[src/core/timer_clock_pkg.sv]
// timer clock selection: register map, field positions, divider counts
// shared by the clock-select top, its checker and its bench
package timer_clock_pkg;
  localparam logic [7:0] TIMER_CLOCK_SELECT_ADDR = 8'h8E;
  localparam logic [7:0] TIMER3_CONTROL_ADDR     = 8'h91;
  localparam logic [7:0] TIMER_CLOCK_SELECT_RST  = 8'h00;
  localparam logic [7:0] TIMER3_CONTROL_RST      = 8'h00;
  localparam logic [7:0] UNMAPPED_READ           = 8'h00;
  // timer_clock_select_reg fields
  localparam int T3_HIGH_SEL_BIT = 7;
  localparam int T3_LOW_SEL_BIT  = 6;
  localparam int T2_HIGH_SEL_BIT = 5;
  localparam int T2_LOW_SEL_BIT  = 4;
  localparam int T1_SEL_BIT      = 3;
  localparam int T0_SEL_BIT      = 2;
  localparam int PRESCALE_LSB    = 0;
  // timer3_control_reg fields
  localparam int T3_HIGH_OVF_BIT = 7;
  localparam int T3_LOW_OVF_BIT  = 6;
  localparam int T3_CAPTURE_BIT  = 4;
  localparam int T3_SPLIT_BIT    = 3;
  localparam int T3_RUN_BIT      = 2;
  localparam int T3_ALT_LSB      = 0;
  // prescale and alternate clock codes
  localparam logic [1:0] PRESCALE_DIV12 = 2'h0;
  localparam logic [1:0] PRESCALE_DIV4  = 2'h1;
  localparam logic [1:0] PRESCALE_DIV48 = 2'h2;
  localparam logic [1:0] PRESCALE_EXT8  = 2'h3;
  localparam logic [1:0] T3ALT_DIV12_RTC  = 2'h0;
  localparam logic [1:0] T3ALT_OSC8_RTC   = 2'h1;
  localparam logic [1:0] T3ALT_DIV12_OSC8 = 2'h2;
  localparam logic [1:0] T3ALT_RTC_OSC8   = 2'h3;
  // divider counts in core clock cycles; the external divider counts oscillator rising edges
  localparam int DIV4_COUNT   = 4;
  localparam int DIV12_COUNT  = 12;
  localparam int DIV48_COUNT  = 48;
  localparam int EXT_DIV_COUNT = 8;
  localparam logic [5:0] DIV4_LAST  = 6'(DIV4_COUNT - 1);
  localparam logic [5:0] DIV12_LAST = 6'(DIV12_COUNT - 1);
  localparam logic [5:0] DIV48_LAST = 6'(DIV48_COUNT - 1);
  localparam logic [2:0] EXT_DIV_LAST = 3'(EXT_DIV_COUNT - 1);
  // synchronised sources: index into the source vector
  localparam int SRC_EXT_OSC = 0;
  localparam int SRC_RTC     = 1;
  localparam int SRC_T2_ALT  = 2;
  localparam int SRC_COUNT   = 3;

  typedef struct packed {
    logic t0;
    logic t1;
    logic t2_low;
    logic t2_high;
    logic t3_low;
    logic t3_high;
    logic t3_capture;
  } timer_ticks_t;
endpackage : timer_clock_pkg

[src/core/clock_source_sync.sv]
// two-flop synchroniser with rising-edge pulse for one slow clock source
// assumes the source toggles slower than half the core clock
`timescale 1ns/1ps
module clock_source_sync #(
  parameter int STAGES = 2
) (
  // clock and reset
  input  wire logic clk_in,
  input  wire logic rst_n_in,
  // source and edge pulse
  input  wire logic src_in,
  output logic      rise_out
);
  initial begin
    if (STAGES < 2) begin
      $error("clock_source_sync needs at least two stages");
    end
  end

  logic [STAGES-1:0] sync_q;
  logic              last_q;
  wire  logic        synced = sync_q[STAGES-1];

  always_ff @(posedge clk_in) begin
    if (!rst_n_in) begin
      sync_q   <= '0;
      last_q   <= 1'b0;
      rise_out <= 1'b0;
    end else begin
      sync_q   <= {sync_q[STAGES-2:0], src_in};
      last_q   <= synced;
      rise_out <= synced & ~last_q;
    end
  end
endmodule : clock_source_sync

[src/core/timer_clock_select.sv]
// timer clock selection: prescaler, per-timer source select, timer 3 counter
// assumes a single-cycle special function register port on the core clock
// Operation
// - T3 high split: alternate at 0, core at 1
// - T3 low byte: alternate at 0, core at 1
// - low select clocks whole 16-bit timer 3
// - timer 2 gets same per-byte selection
// - T0/T1: prescaler at 0, core at 1
// - prescale codes: /12, /4, /48, external /8
// - T3 alternate code picks clock and capture trigger
// - timer 3 is 16-bit or two 8-bit reloads
// - run gates whole, or only high in split
// - every external source synchronised before use
`timescale 1ns/1ps
module timer_clock_select
  import timer_clock_pkg::*;
#(
  parameter int SYNC_STAGES = 2
) (
  // clock and reset
  input  wire logic        CORE_CLK_IN,
  input  wire logic        RST_N_IN,
  // special function register port
  input  wire logic [7:0]  SFR_ADDR_IN,
  input  wire logic        SFR_WR_IN,
  input  wire logic        SFR_RD_IN,
  input  wire logic [7:0]  SFR_WDATA_IN,
  output logic [7:0]       SFR_RDATA_OUT,
  // raw clock sources
  input  wire logic        EXT_OSC_IN,
  input  wire logic        RTC_CLK_IN,
  input  wire logic        T2_ALT_CLK_IN,
  // neighbouring timer configuration
  input  wire logic        TIMER0_COUNTER_MODE_IN,
  input  wire logic        TIMER1_COUNTER_MODE_IN,
  input  wire logic        T2_SPLIT_ENABLE_IN,
  input  wire logic [15:0] T3_RELOAD_IN,
  // count enables and timer 3 state
  output timer_ticks_t     TICKS_OUT,
  output logic [7:0]       T3_LOW_COUNT_OUT,
  output logic [7:0]       T3_HIGH_COUNT_OUT
);
  initial begin
    if (SYNC_STAGES < 2) begin
      $error("timer_clock_select needs at least two sync stages");
    end
  end

  logic [7:0]  clk_sel_q;
  logic [7:0]  t3_ctrl_q;
  logic [7:0]  t3_ctrl_d;
  logic [5:0]  div_cnt_q;
  logic [2:0]  osc_cnt_q;
  logic [15:0] t3_cnt_q;
  logic [15:0] t3_cnt_d;
  logic        t3_low_ovf;
  logic        t3_high_ovf;
  logic [SRC_COUNT-1:0] src_raw;
  logic [SRC_COUNT-1:0] src_rise;

  assign src_raw[SRC_EXT_OSC] = EXT_OSC_IN;
  assign src_raw[SRC_RTC]     = RTC_CLK_IN;
  assign src_raw[SRC_T2_ALT]  = T2_ALT_CLK_IN;

  genvar gi;
  generate
    for (gi = 0; gi < SRC_COUNT; gi++) begin : g_sync
      clock_source_sync #(.STAGES(SYNC_STAGES)) u_sync (
        .clk_in   (CORE_CLK_IN),
        .rst_n_in (RST_N_IN),
        .src_in   (src_raw[gi]),
        .rise_out (src_rise[gi])
      );
    end
  endgenerate

  // register decode
  wire logic       wr_sel  = SFR_WR_IN && (SFR_ADDR_IN == TIMER_CLOCK_SELECT_ADDR);
  wire logic       wr_t3   = SFR_WR_IN && (SFR_ADDR_IN == TIMER3_CONTROL_ADDR);
  wire logic [7:0] rd_data = (SFR_ADDR_IN == TIMER_CLOCK_SELECT_ADDR) ? clk_sel_q :
                             (SFR_ADDR_IN == TIMER3_CONTROL_ADDR)     ? t3_ctrl_q :
                             UNMAPPED_READ;

  // field extraction
  wire logic [1:0] prescale_code = clk_sel_q[PRESCALE_LSB +: 2];
  wire logic [1:0] t3_alt_code   = t3_ctrl_q[T3_ALT_LSB +: 2];
  wire logic       t3_split      = t3_ctrl_q[T3_SPLIT_BIT];
  wire logic       t3_run        = t3_ctrl_q[T3_RUN_BIT];
  wire logic       t3_capture_en = t3_ctrl_q[T3_CAPTURE_BIT];

  // one mod-48 counter yields /4, /12 and /48 so the rates stay phase aligned
  wire logic div_wrap = (div_cnt_q == DIV48_LAST);
  wire logic div4     = (div_cnt_q[1:0] == DIV4_LAST[1:0]);
  wire logic div12    = (div_cnt_q == DIV12_LAST) ||
                        (div_cnt_q == 6'(DIV12_LAST + 6'(DIV12_COUNT))) ||
                        (div_cnt_q == 6'(DIV12_LAST + 6'(2 * DIV12_COUNT))) ||
                        div_wrap;
  wire logic osc_rise = src_rise[SRC_EXT_OSC];
  wire logic osc8     = osc_rise && (osc_cnt_q == EXT_DIV_LAST);
  wire logic rtc_rise = src_rise[SRC_RTC];

  // shared timer 0/1 prescaler
  wire logic prescale_tick = (prescale_code == PRESCALE_DIV12) ? div12 :
                             (prescale_code == PRESCALE_DIV4)  ? div4 :
                             (prescale_code == PRESCALE_DIV48) ? div_wrap :
                             osc8;

  // counter mode leaves the tick to the timer's own pin logic
  wire logic t0_tick = !TIMER0_COUNTER_MODE_IN &&
                       (clk_sel_q[T0_SEL_BIT] ? 1'b1 : prescale_tick);
  wire logic t1_tick = !TIMER1_COUNTER_MODE_IN &&
                       (clk_sel_q[T1_SEL_BIT] ? 1'b1 : prescale_tick);

  // timer 3 alternate clock and capture trigger
  wire logic t3_alt_tick = (t3_alt_code == T3ALT_OSC8_RTC) ? osc8 :
                           (t3_alt_code == T3ALT_RTC_OSC8) ? rtc_rise :
                           div12;
  wire logic t3_trig     = (t3_alt_code == T3ALT_DIV12_RTC ||
                            t3_alt_code == T3ALT_OSC8_RTC) ? rtc_rise : osc8;

  // per-byte selects; in 16-bit mode the low select drives both bytes
  wire logic t3_low_src  = clk_sel_q[T3_LOW_SEL_BIT] ? 1'b1 : t3_alt_tick;
  wire logic t3_high_src = t3_split ?
                           (clk_sel_q[T3_HIGH_SEL_BIT] ? 1'b1 : t3_alt_tick) :
                           t3_low_src;
  wire logic t2_alt_tick = src_rise[SRC_T2_ALT];
  wire logic t2_low_src  = clk_sel_q[T2_LOW_SEL_BIT] ? 1'b1 : t2_alt_tick;
  wire logic t2_high_src = T2_SPLIT_ENABLE_IN ?
                           (clk_sel_q[T2_HIGH_SEL_BIT] ? 1'b1 : t2_alt_tick) :
                           t2_low_src;

  // run gating: in split mode the low byte always counts
  wire logic t3_low_tick  = t3_low_src && (t3_split || t3_run);
  wire logic t3_high_tick = t3_high_src && t3_run;

  // timer 3 counting with auto-reload
  always_comb begin
    t3_cnt_d    = t3_cnt_q;
    t3_low_ovf  = 1'b0;
    t3_high_ovf = 1'b0;
    if (t3_split) begin
      if (t3_low_tick) begin
        t3_low_ovf    = (t3_cnt_q[7:0] == 8'hFF);
        t3_cnt_d[7:0] = t3_low_ovf ? T3_RELOAD_IN[7:0] : 8'(t3_cnt_q[7:0] + 8'h01);
      end
      if (t3_high_tick) begin
        t3_high_ovf    = (t3_cnt_q[15:8] == 8'hFF);
        t3_cnt_d[15:8] = t3_high_ovf ? T3_RELOAD_IN[15:8] : 8'(t3_cnt_q[15:8] + 8'h01);
      end
    end else if (t3_low_tick) begin
      t3_low_ovf  = (t3_cnt_q[7:0] == 8'hFF);
      t3_high_ovf = (t3_cnt_q == 16'hFFFF);
      t3_cnt_d    = t3_high_ovf ? T3_RELOAD_IN : 16'(t3_cnt_q + 16'h0001);
    end
  end

  // overflow flags: hardware set wins over a software write in the same cycle
  always_comb begin
    t3_ctrl_d = wr_t3 ? SFR_WDATA_IN : t3_ctrl_q;
    if (t3_low_ovf) begin
      t3_ctrl_d[T3_LOW_OVF_BIT] = 1'b1;
    end
    if (t3_high_ovf) begin
      t3_ctrl_d[T3_HIGH_OVF_BIT] = 1'b1;
    end
  end

  always_ff @(posedge CORE_CLK_IN) begin
    if (!RST_N_IN) begin
      clk_sel_q <= TIMER_CLOCK_SELECT_RST;
      t3_ctrl_q <= TIMER3_CONTROL_RST;
    end else begin
      if (wr_sel) begin
        clk_sel_q <= SFR_WDATA_IN;
      end
      t3_ctrl_q <= t3_ctrl_d;
    end
  end

  always_ff @(posedge CORE_CLK_IN) begin
    if (!RST_N_IN) begin
      div_cnt_q <= 6'h00;
      osc_cnt_q <= 3'h0;
      t3_cnt_q  <= 16'h0000;
    end else begin
      div_cnt_q <= div_wrap ? 6'h00 : 6'(div_cnt_q + 6'h01);
      if (osc_rise) begin
        osc_cnt_q <= 3'(osc_cnt_q + 3'h1);
      end
      t3_cnt_q <= t3_cnt_d;
    end
  end

  always_ff @(posedge CORE_CLK_IN) begin
    if (!RST_N_IN) begin
      SFR_RDATA_OUT     <= 8'h00;
      TICKS_OUT         <= '0;
      T3_LOW_COUNT_OUT  <= 8'h00;
      T3_HIGH_COUNT_OUT <= 8'h00;
    end else begin
      if (SFR_RD_IN) begin
        SFR_RDATA_OUT <= rd_data;
      end
      TICKS_OUT.t0         <= t0_tick;
      TICKS_OUT.t1         <= t1_tick;
      TICKS_OUT.t2_low     <= t2_low_src;
      TICKS_OUT.t2_high    <= t2_high_src;
      TICKS_OUT.t3_low     <= t3_low_tick;
      TICKS_OUT.t3_high    <= t3_high_tick;
      TICKS_OUT.t3_capture <= t3_trig && t3_capture_en;
      T3_LOW_COUNT_OUT     <= t3_cnt_d[7:0];
      T3_HIGH_COUNT_OUT    <= t3_cnt_d[15:8];
    end
  end
endmodule : timer_clock_select

[config.mk]
export PLATFORM = sky130hd
export DESIGN_NAME = timer_clock_select
export DESIGN_NICKNAME = d
export VERILOG_FILES = /design/src/core/timer_clock_pkg.sv /design/src/core/clock_source_sync.sv /design/src/core/timer_clock_select.sv
export SDC_FILE = /design/constraint.sdc
export NUM_CORES = 1
export LEC_CHECK = 0
export BUFFER_PORTS_ARGS = -buffer_cell sky130_fd_sc_hd__buf_2
export CAP_MARGIN = 20
export CORE_UTILIZATION = 30
export CTS_BUF_LIST = sky130_fd_sc_hd__clkbuf_8
export DETAILED_ROUTE_END_ITERATION = 8
export PLACE_DENSITY_LB_ADDON = 0.08
export SETUP_SLACK_MARGIN = 0.3
export SLEW_MARGIN = 20
export SYNTH_ARGS = -nofsm -noshare
export SYNTH_HDL_FRONTEND = slang
export SYNTH_SLANG_ARGS = --single-unit
export TNS_END_PERCENT = 1
[constraint.sdc]
create_clock -name CORE_CLK_IN -period 6.2 [get_ports CORE_CLK_IN]
set_clock_uncertainty 0.2 [all_clocks]
set_input_delay 1.24 -clock CORE_CLK_IN [delete_from_list [all_inputs] [get_ports CORE_CLK_IN]]
set_output_delay 1.24 -clock CORE_CLK_IN [all_outputs]
set_load 0.05 [all_outputs]
==> metrics.txt, run 1 <==
Slew Viols, Final=0; # nets final=476; clk root buf=clkbuf_8; yosys warns=0; global route overflow=0; sequential area share after synthesis=42.7%; DP HPWL=6.02 mm; largest net degree at the start of global routing=45; CP Class=primary input to flop; hold slack=182 ps; Worst Path Buf+Inv=1; Clock Sinks=68; total routed wirelength=8.52 mm; row count=37; top cells by area, synth=dfxtp_1 (43%), nand2_1 (4.9%), nor2_1 (4.9%); # port buffers=72; # resized after CTS=0; CP max FO=15; Clock Latency Late Sink=340 ps; vias in the first global route=2771; Starting Density=30.9%; Rel. slew slack=39.0%; top_reg_cell synth=dfxtp_1; switching share of power=24.6%; Chip Height=105 µm; Sum Neg Setup Slack=0 ps; slowest CP cell=nor3_2; Psw=211 µW; postcts setup bufs=0; Worst VDD drop=0.117 mV; core area=0.0103 mm²; gpl congestion=0.822; H-tree Lvls=3; layout cells sized above 1=24.4%; via count=2878; Ports=73; post-route setup slack=2760 ps; Tmin final=3440 ps; initial antenna violation count=0; Inserted Diodes=0; drt wl/cell=14.9 µm; ys async rst share=0%; Comb power frac=5.9%; Mapped Nets=411; cts-stage hold buffer count=0; Seq cells post-synth=68; Netlist cell types=64; Total Die Area=0.0110 mm²; Total GRT Usage=16.4%; Setup Viol. Count Final=0; Post-Place Worst Slack=2450 ps; CP delay by family, top=simple AND/OR/NAND/NOR gates; Critical Path RT=6210 ps; status=complete, no violations; area grow syn2layout=20.4%; Post-DRT Antenna Nets=0; worst reg2reg path depth=7; Max Buffers Root-to-Sink=2; RSZ-0062 raised after global routing=no; Fmax=0.290 GHz; first-pass GRT wire length=14.2 mm; cell count along the critical path=7; internal power=647 µW; maxcap violations=0; number of synthesized flops with an enable pin=0; Worst setup SP type=primary input; CP cell instances=buf_2, or3b_2, nor3_2, nand2_1, mux2i_1, o221a_1, nor2_1; top cell type's share of synthesized area=42.7%; Pre-Repair DR Iteration Count=4; critical path capture point type=flop; drt initial violations=139; Yosys top cell by area=dfxtp_1; commonest cells in the netlist=dfxtp_1 (68), nand2_1 (42), nor2_1 (42); worst min-delay path category=flop to flop; Power Density=224 mW/mm²; largest stage delay on the critical path=750 ps; Die W=105 µm; final hold vios=0; hold path depth=1; TritonCTS Buffers=9; syn avg cell area=8.75 µm²; WP data arrival=3450 ps; Tcrit/Tclk final=55.5%; CTS tree=built; Worst Tran Pin Value=911 ps; DRC viols=0; Worst-path clk slew=70 ps; Mapped Area=0.00319 mm²; most frequent cell after synthesis=dfxtp_1; Cells after Synth=364; Leak=0.00151 µW; DR vias/cell=5.05; Clock Power Share=41.9%; Seq pwr share=52.2%
-- routing by layer --
| metal | wire length (µm) | GRT usage, % | up-vias |
|---|---|---|---|
| li1 | - | - | 1454 |
| met1 | 4280 | 22.6 | 1341 |
| met2 | 3710 | 25.2 | 74 |
| met3 | 422 | 3.68 | 9 |
| met4 | 104 | 5.53 | 0 |
| met5 | 0 | 0 | - |
-- path summary, 6_finish.rpt --
check	slack (ps)	endpoint	startpoint
max	2760	t3_ctrl_q[7]	SFR_ADDR_IN[5]
min	180	g_sync[1].u_sync.rise_out	g_sync[1].u_sync.last_q
max reg2reg	3270	t3_cnt_q[9]	t3_cnt_q[9]
min reg2reg	180	g_sync[1].u_sync.rise_out	g_sync[1].u_sync.last_q
-- placed cells by master, fill, tap and decap left out, types with 3 or more instances in the layout --
master | synthesis | layout
a211oi_1 | 13 | 13
a21oi_1 | 17 | 17
a221oi_1 | 3 | 3
a22oi_1 | 9 | 9
a31oi_1 | 4 | 4
and2_1 | 12 | 12
and3_1 | 3 | 3
buf_2 | 2 | 72
clkbuf_8 | 0 | 9
clkinv_2 | 0 | 4
dfxtp_1 | 68 | 68
ha_1 | 5 | 5
inv_1 | 6 | 6
mux2i_1 | 13 | 13
nand2_1 | 42 | 42
nand3_1 | 18 | 18
nand4_1 | 8 | 8
nor2_1 | 42 | 42
nor2b_1 | 6 | 6
nor3_1 | 4 | 4
o211ai_1 | 4 | 4
o21ai_0 | 8 | 8
xnor2_1 | 7 | 7
xor2_1 | 4 | 4
-- state kept, by name, indices dropped and copies added (netlist names) --
signal	count
SFR_RDATA_OUT	8
TICKS_OUT	7
clk_sel_q	8
div_cnt_q	6
g_sync.u_sync.last_q	3
g_sync.u_sync.rise_out	3
g_sync.u_sync.sync_q	6
osc_cnt_q	3
t3_cnt_q	16
t3_ctrl_q	8
-- worst register-to-register path: stages (launching register included) --
cell and delay, ps:
dfxtp_1 490, ha_1 330, and4_1 320, and4_1 470
nand2_1 340, mux2_2 370, a222oi_1 230, nor2_1 60
-- per-stage QoR --
step	util [%]	total power, µW	cell area (µm²)	std cells
2_1_floorplan	-	486	3190	364
3_3_place_gp	35.3	509	3640	554
3_5_place_dp	35.3	509	3640	554
4_1_cts	37.1	873	3830	570
5_1_grt	37.1	899	3830	570
6_report	37.1	858	3830	570
-- layout make-up --
class | count | area, µm²
fillers | 1092 | 6490
repair buffers | 73 | 368
clock buffers | 9 | 124
clock inverters | 7 | 66.3
multi-input cells | 270 | 1720
well taps | 136 | 170
flip-flops and latches | 68 | 1360
inverters | 7 | 26.3
-- logic make-up (layout without fill, tap and decap cells) --
logic type	Yosys count	after routing	synth area share [%]
AO/OA/AOI/OAI	88	88	20.8
XOR/XNOR	11	11	3.02
adder cells (fa/ha/maj)	5	5	1.96
buffers and inverters	26	96	3.30
flip-flops	68	68	42.7
multiplexers	15	15	4.79
AND/OR/NAND/NOR	151	151	23.4
-- power groups by stage --
stage               combinational, µW  clock (µW)  sequential, µW
floorplan                        19.0           0             467
finish                           50.3         359             448
global route                     55.7         395             449
global placement                 50.4           0             458
detailed placement               51.0           0             458
CTS                              51.2         374             448
Note: power is estimated with default switching activity, not from simulation.
==> inputs of run 2 (changes only) <==
--- a/config.mk
+++ b/config.mk
@@ -5,6 +5,7 @@
 export SDC_FILE = /design/constraint.sdc
 export NUM_CORES = 1
 export LEC_CHECK = 0
+export ABC_AREA = 1
 export BUFFER_PORTS_ARGS = -buffer_cell sky130_fd_sc_hd__buf_2
 export CAP_MARGIN = 20
 export CORE_UTILIZATION = 30
==> constraint.sdc (replaced) <==
create_clock -name CORE_CLK_IN -period 3 [get_ports CORE_CLK_IN]
set_clock_uncertainty 0.2 [all_clocks]
set_input_delay 0.6 -clock CORE_CLK_IN [delete_from_list [all_inputs] [get_ports CORE_CLK_IN]]
set_output_delay 0.6 -clock CORE_CLK_IN [all_outputs]
set_load 0.05 [all_outputs]
==> run 2 against run 1 <==
Flip-flop and latch count is the same; critical endpoint is now t3_cnt_q[3]; largest cell class unchanged; via count grew 21%; synthesized cell count grew 39%; utilization shrank 0.29 points; combinational power grew 120%; total power grew 110%.
==> metrics.txt, run 2 <==
Starting Density=30.8%; gpl congestion=0.803; RSZ-0062 raised after global routing=no; Critical Path RT=3050 ps; postcts setup bufs=0; CP Class=flop to flop; Yosys top cell by area=dfxtp_1; via count=3478; DR vias/cell=4.78; # port buffers=72; Netlist cell types=37; post-route setup slack=685 ps; top cells by area, synth=dfxtp_1 (39%), nand2_1 (12%), nor2_1 (6.4%); Seq cells post-synth=68; sequential area share after synthesis=38.8%; Rel. slew slack=54.4%; maxcap violations=0; drt initial violations=169; syn avg cell area=6.93 µm²; # nets final=627; Biggest register=t3_cnt_q; Tcrit/Tclk final=77.2%; final hold vios=0; core area=0.0114 mm²; cts-stage hold buffer count=0; Pre-Repair DR Iteration Count=6; Cells after Synth=507; Mapped Nets=554; Post-Place Worst Slack=536 ps; critical path capture point type=flop; Worst setup SP type=flop; Clock Latency Late Sink=360 ps; ys async rst share=0%; DP HPWL=7.39 mm; most common cell after layout, fill and taps aside=nand2_1; WP data arrival=2370 ps; Inserted Diodes=0; first-pass GRT wire length=16.1 mm; most frequent cell after synthesis=nand2_1; Setup Viol. Count Final=0; Power Density=438 mW/mm²; Sum Neg Setup Slack=0 ps; top_reg_cell synth=dfxtp_1; Die W=110 µm; Clock Sinks=68; r2r endpoint=t3_cnt_q[3]; yosys warns=0; layout cells sized above 1=21.9%; hold path depth=1; Fmax=0.432 GHz; global route overflow=0; clk root buf=clkbuf_8; drt wl/cell=13.8 µm; commonest cells after routing, fill and taps aside=nand2_1 (110), buf_2 (72), dfxtp_1 (68); CP max FO=7; initial antenna violation count=0; Filler cells=1262; CTS tree=built; commonest cells in the netlist=nand2_1 (110), dfxtp_1 (68), nor2_1 (60); vias in the first global route=3207; total routed wirelength=10.1 mm; largest net degree at the start of global routing=45; Worst Setup EP=t3_cnt_q[3]; flop-to-flop setup slack=680 ps; TritonCTS Buffers=9; Largest register FFs=16; Slew Viols, Final=0; Worst-path clk slew=90 ps; Tmin final=2320 ps; row count=39; area grow syn2layout=19.8%; Mapped Area=0.00351 mm²; H-tree Lvls=3; Worst Tran Pin Value=684 ps; worst min-delay path category=flop to flop; crit path launch=t3_cnt_q[0]; worst reg2reg path depth=11; DRC viols=0; Total GRT Usage=17.8%; Post-DRT Antenna Nets=0; top cell type's share of synthesized area=38.8%; Worst VDD drop=0.268 mV; Total Die Area=0.0121 mm²; Worst Hold Launch=g_sync[0].u_sync.last_q; number of synthesized flops with an enable pin=0; Max Buffers Root-to-Sink=2; status=complete, no violations; # resized after CTS=0; Ports=73; Leak=0.00197 µW; Chip Height=110 µm; Crit Reg-Reg Startpoint=t3_cnt_q[0]
run 2: cell types whose count changed in the layout (fill, tap and decap cells not counted), sizes merged, moves of 11 or more:
cell and change:
o21ai +35, nand3 +17, nor2 +29, a21oi +15
a211oi -11, and2 -12, inv +55, mux2i -13
nand2 +76
run 2: final cells by class:
| type | instances | area [µm²] | area share [%] |
|---|---|---|---|
| multi-input cells | 361 | 1820 | 43.3 |
| inverters | 62 | 233 | 5.53 |
| clock buffers | 10 | 138 | 3.27 |
| repair buffers | 78 | 405 | 9.63 |
| well taps | 143 | 179 | 4.25 |
| flip-flops and latches | 68 | 1360 | 32.3 |
| clock inverters | 6 | 71.3 | 1.69 |
run 2: worst min-delay path by stage:
| stage | endpoint | slack, ps |
|---|---|---|
| after floorplan | g_sync[0].u_sync.rise_out | 170 |
| after global placement | g_sync[0].u_sync.rise_out | 170 |
| after detailed placement | g_sync[0].u_sync.rise_out | 180 |
| after CTS | g_sync[2].u_sync.sync_q[0] | 190 |
| after global routing | g_sync[1].u_sync.rise_out | 200 |
| final | g_sync[0].u_sync.rise_out | 190 |
run 2: layer usage:
layer | global-route usage, % | wire, µm | share of wire (%)
met2 | 29.2 | 4690 | 47
met4 | 6.58 | 133 | 1.3
met3 | 4.88 | 515 | 5.1
met1 | 22.3 | 4720 | 47
met5 | 0 | 0 | 0
run 2: worst max-delay path, stage by stage (launching register included):
cell      delay (ps)
dfxtp_1          470
ha_1             240
nand2_1           90
nor2_2           160
nand2_2          100
nor2_4           200
inv_2            120
or2_0            250
o211ai_2         150
nand2_1           70
nor2_1           110
nor2_1            60
run 2: kinds of logic after synthesis:
group / count (synthesis) / share of synthesized area (%)
AOI/OAI and AO/OA: 103 / 16.6
xor gates and xnor gates: 8 / 2.00
buffers and inverters: 78 / 9.37
and+or+nand+nor: 245 / 31.5
adders and majority gates: 5 / 1.78
DFF: 68 / 38.8
run 2: power breakdown:
group          switching, µW  internal (µW)  leakage, µW  total, µW
clock                    394            412    0.0000991        806
sequential              8.49            919     0.000552        927
combinational           70.6           38.2      0.00132        109
run 2: stage by stage:
step	instances	hold WS [ps]	util, %	power, µW	area, µm²
2_1_floorplan	507	168	-	1010	3510
3_3_place_gp	712	174	35.0	1060	4000
3_5_place_dp	712	179	35.0	1060	4000
4_1_cts	728	188	36.9	1880	4210
5_1_grt	728	204	36.9	1930	4210
6_report	728	185	36.9	1840	4210
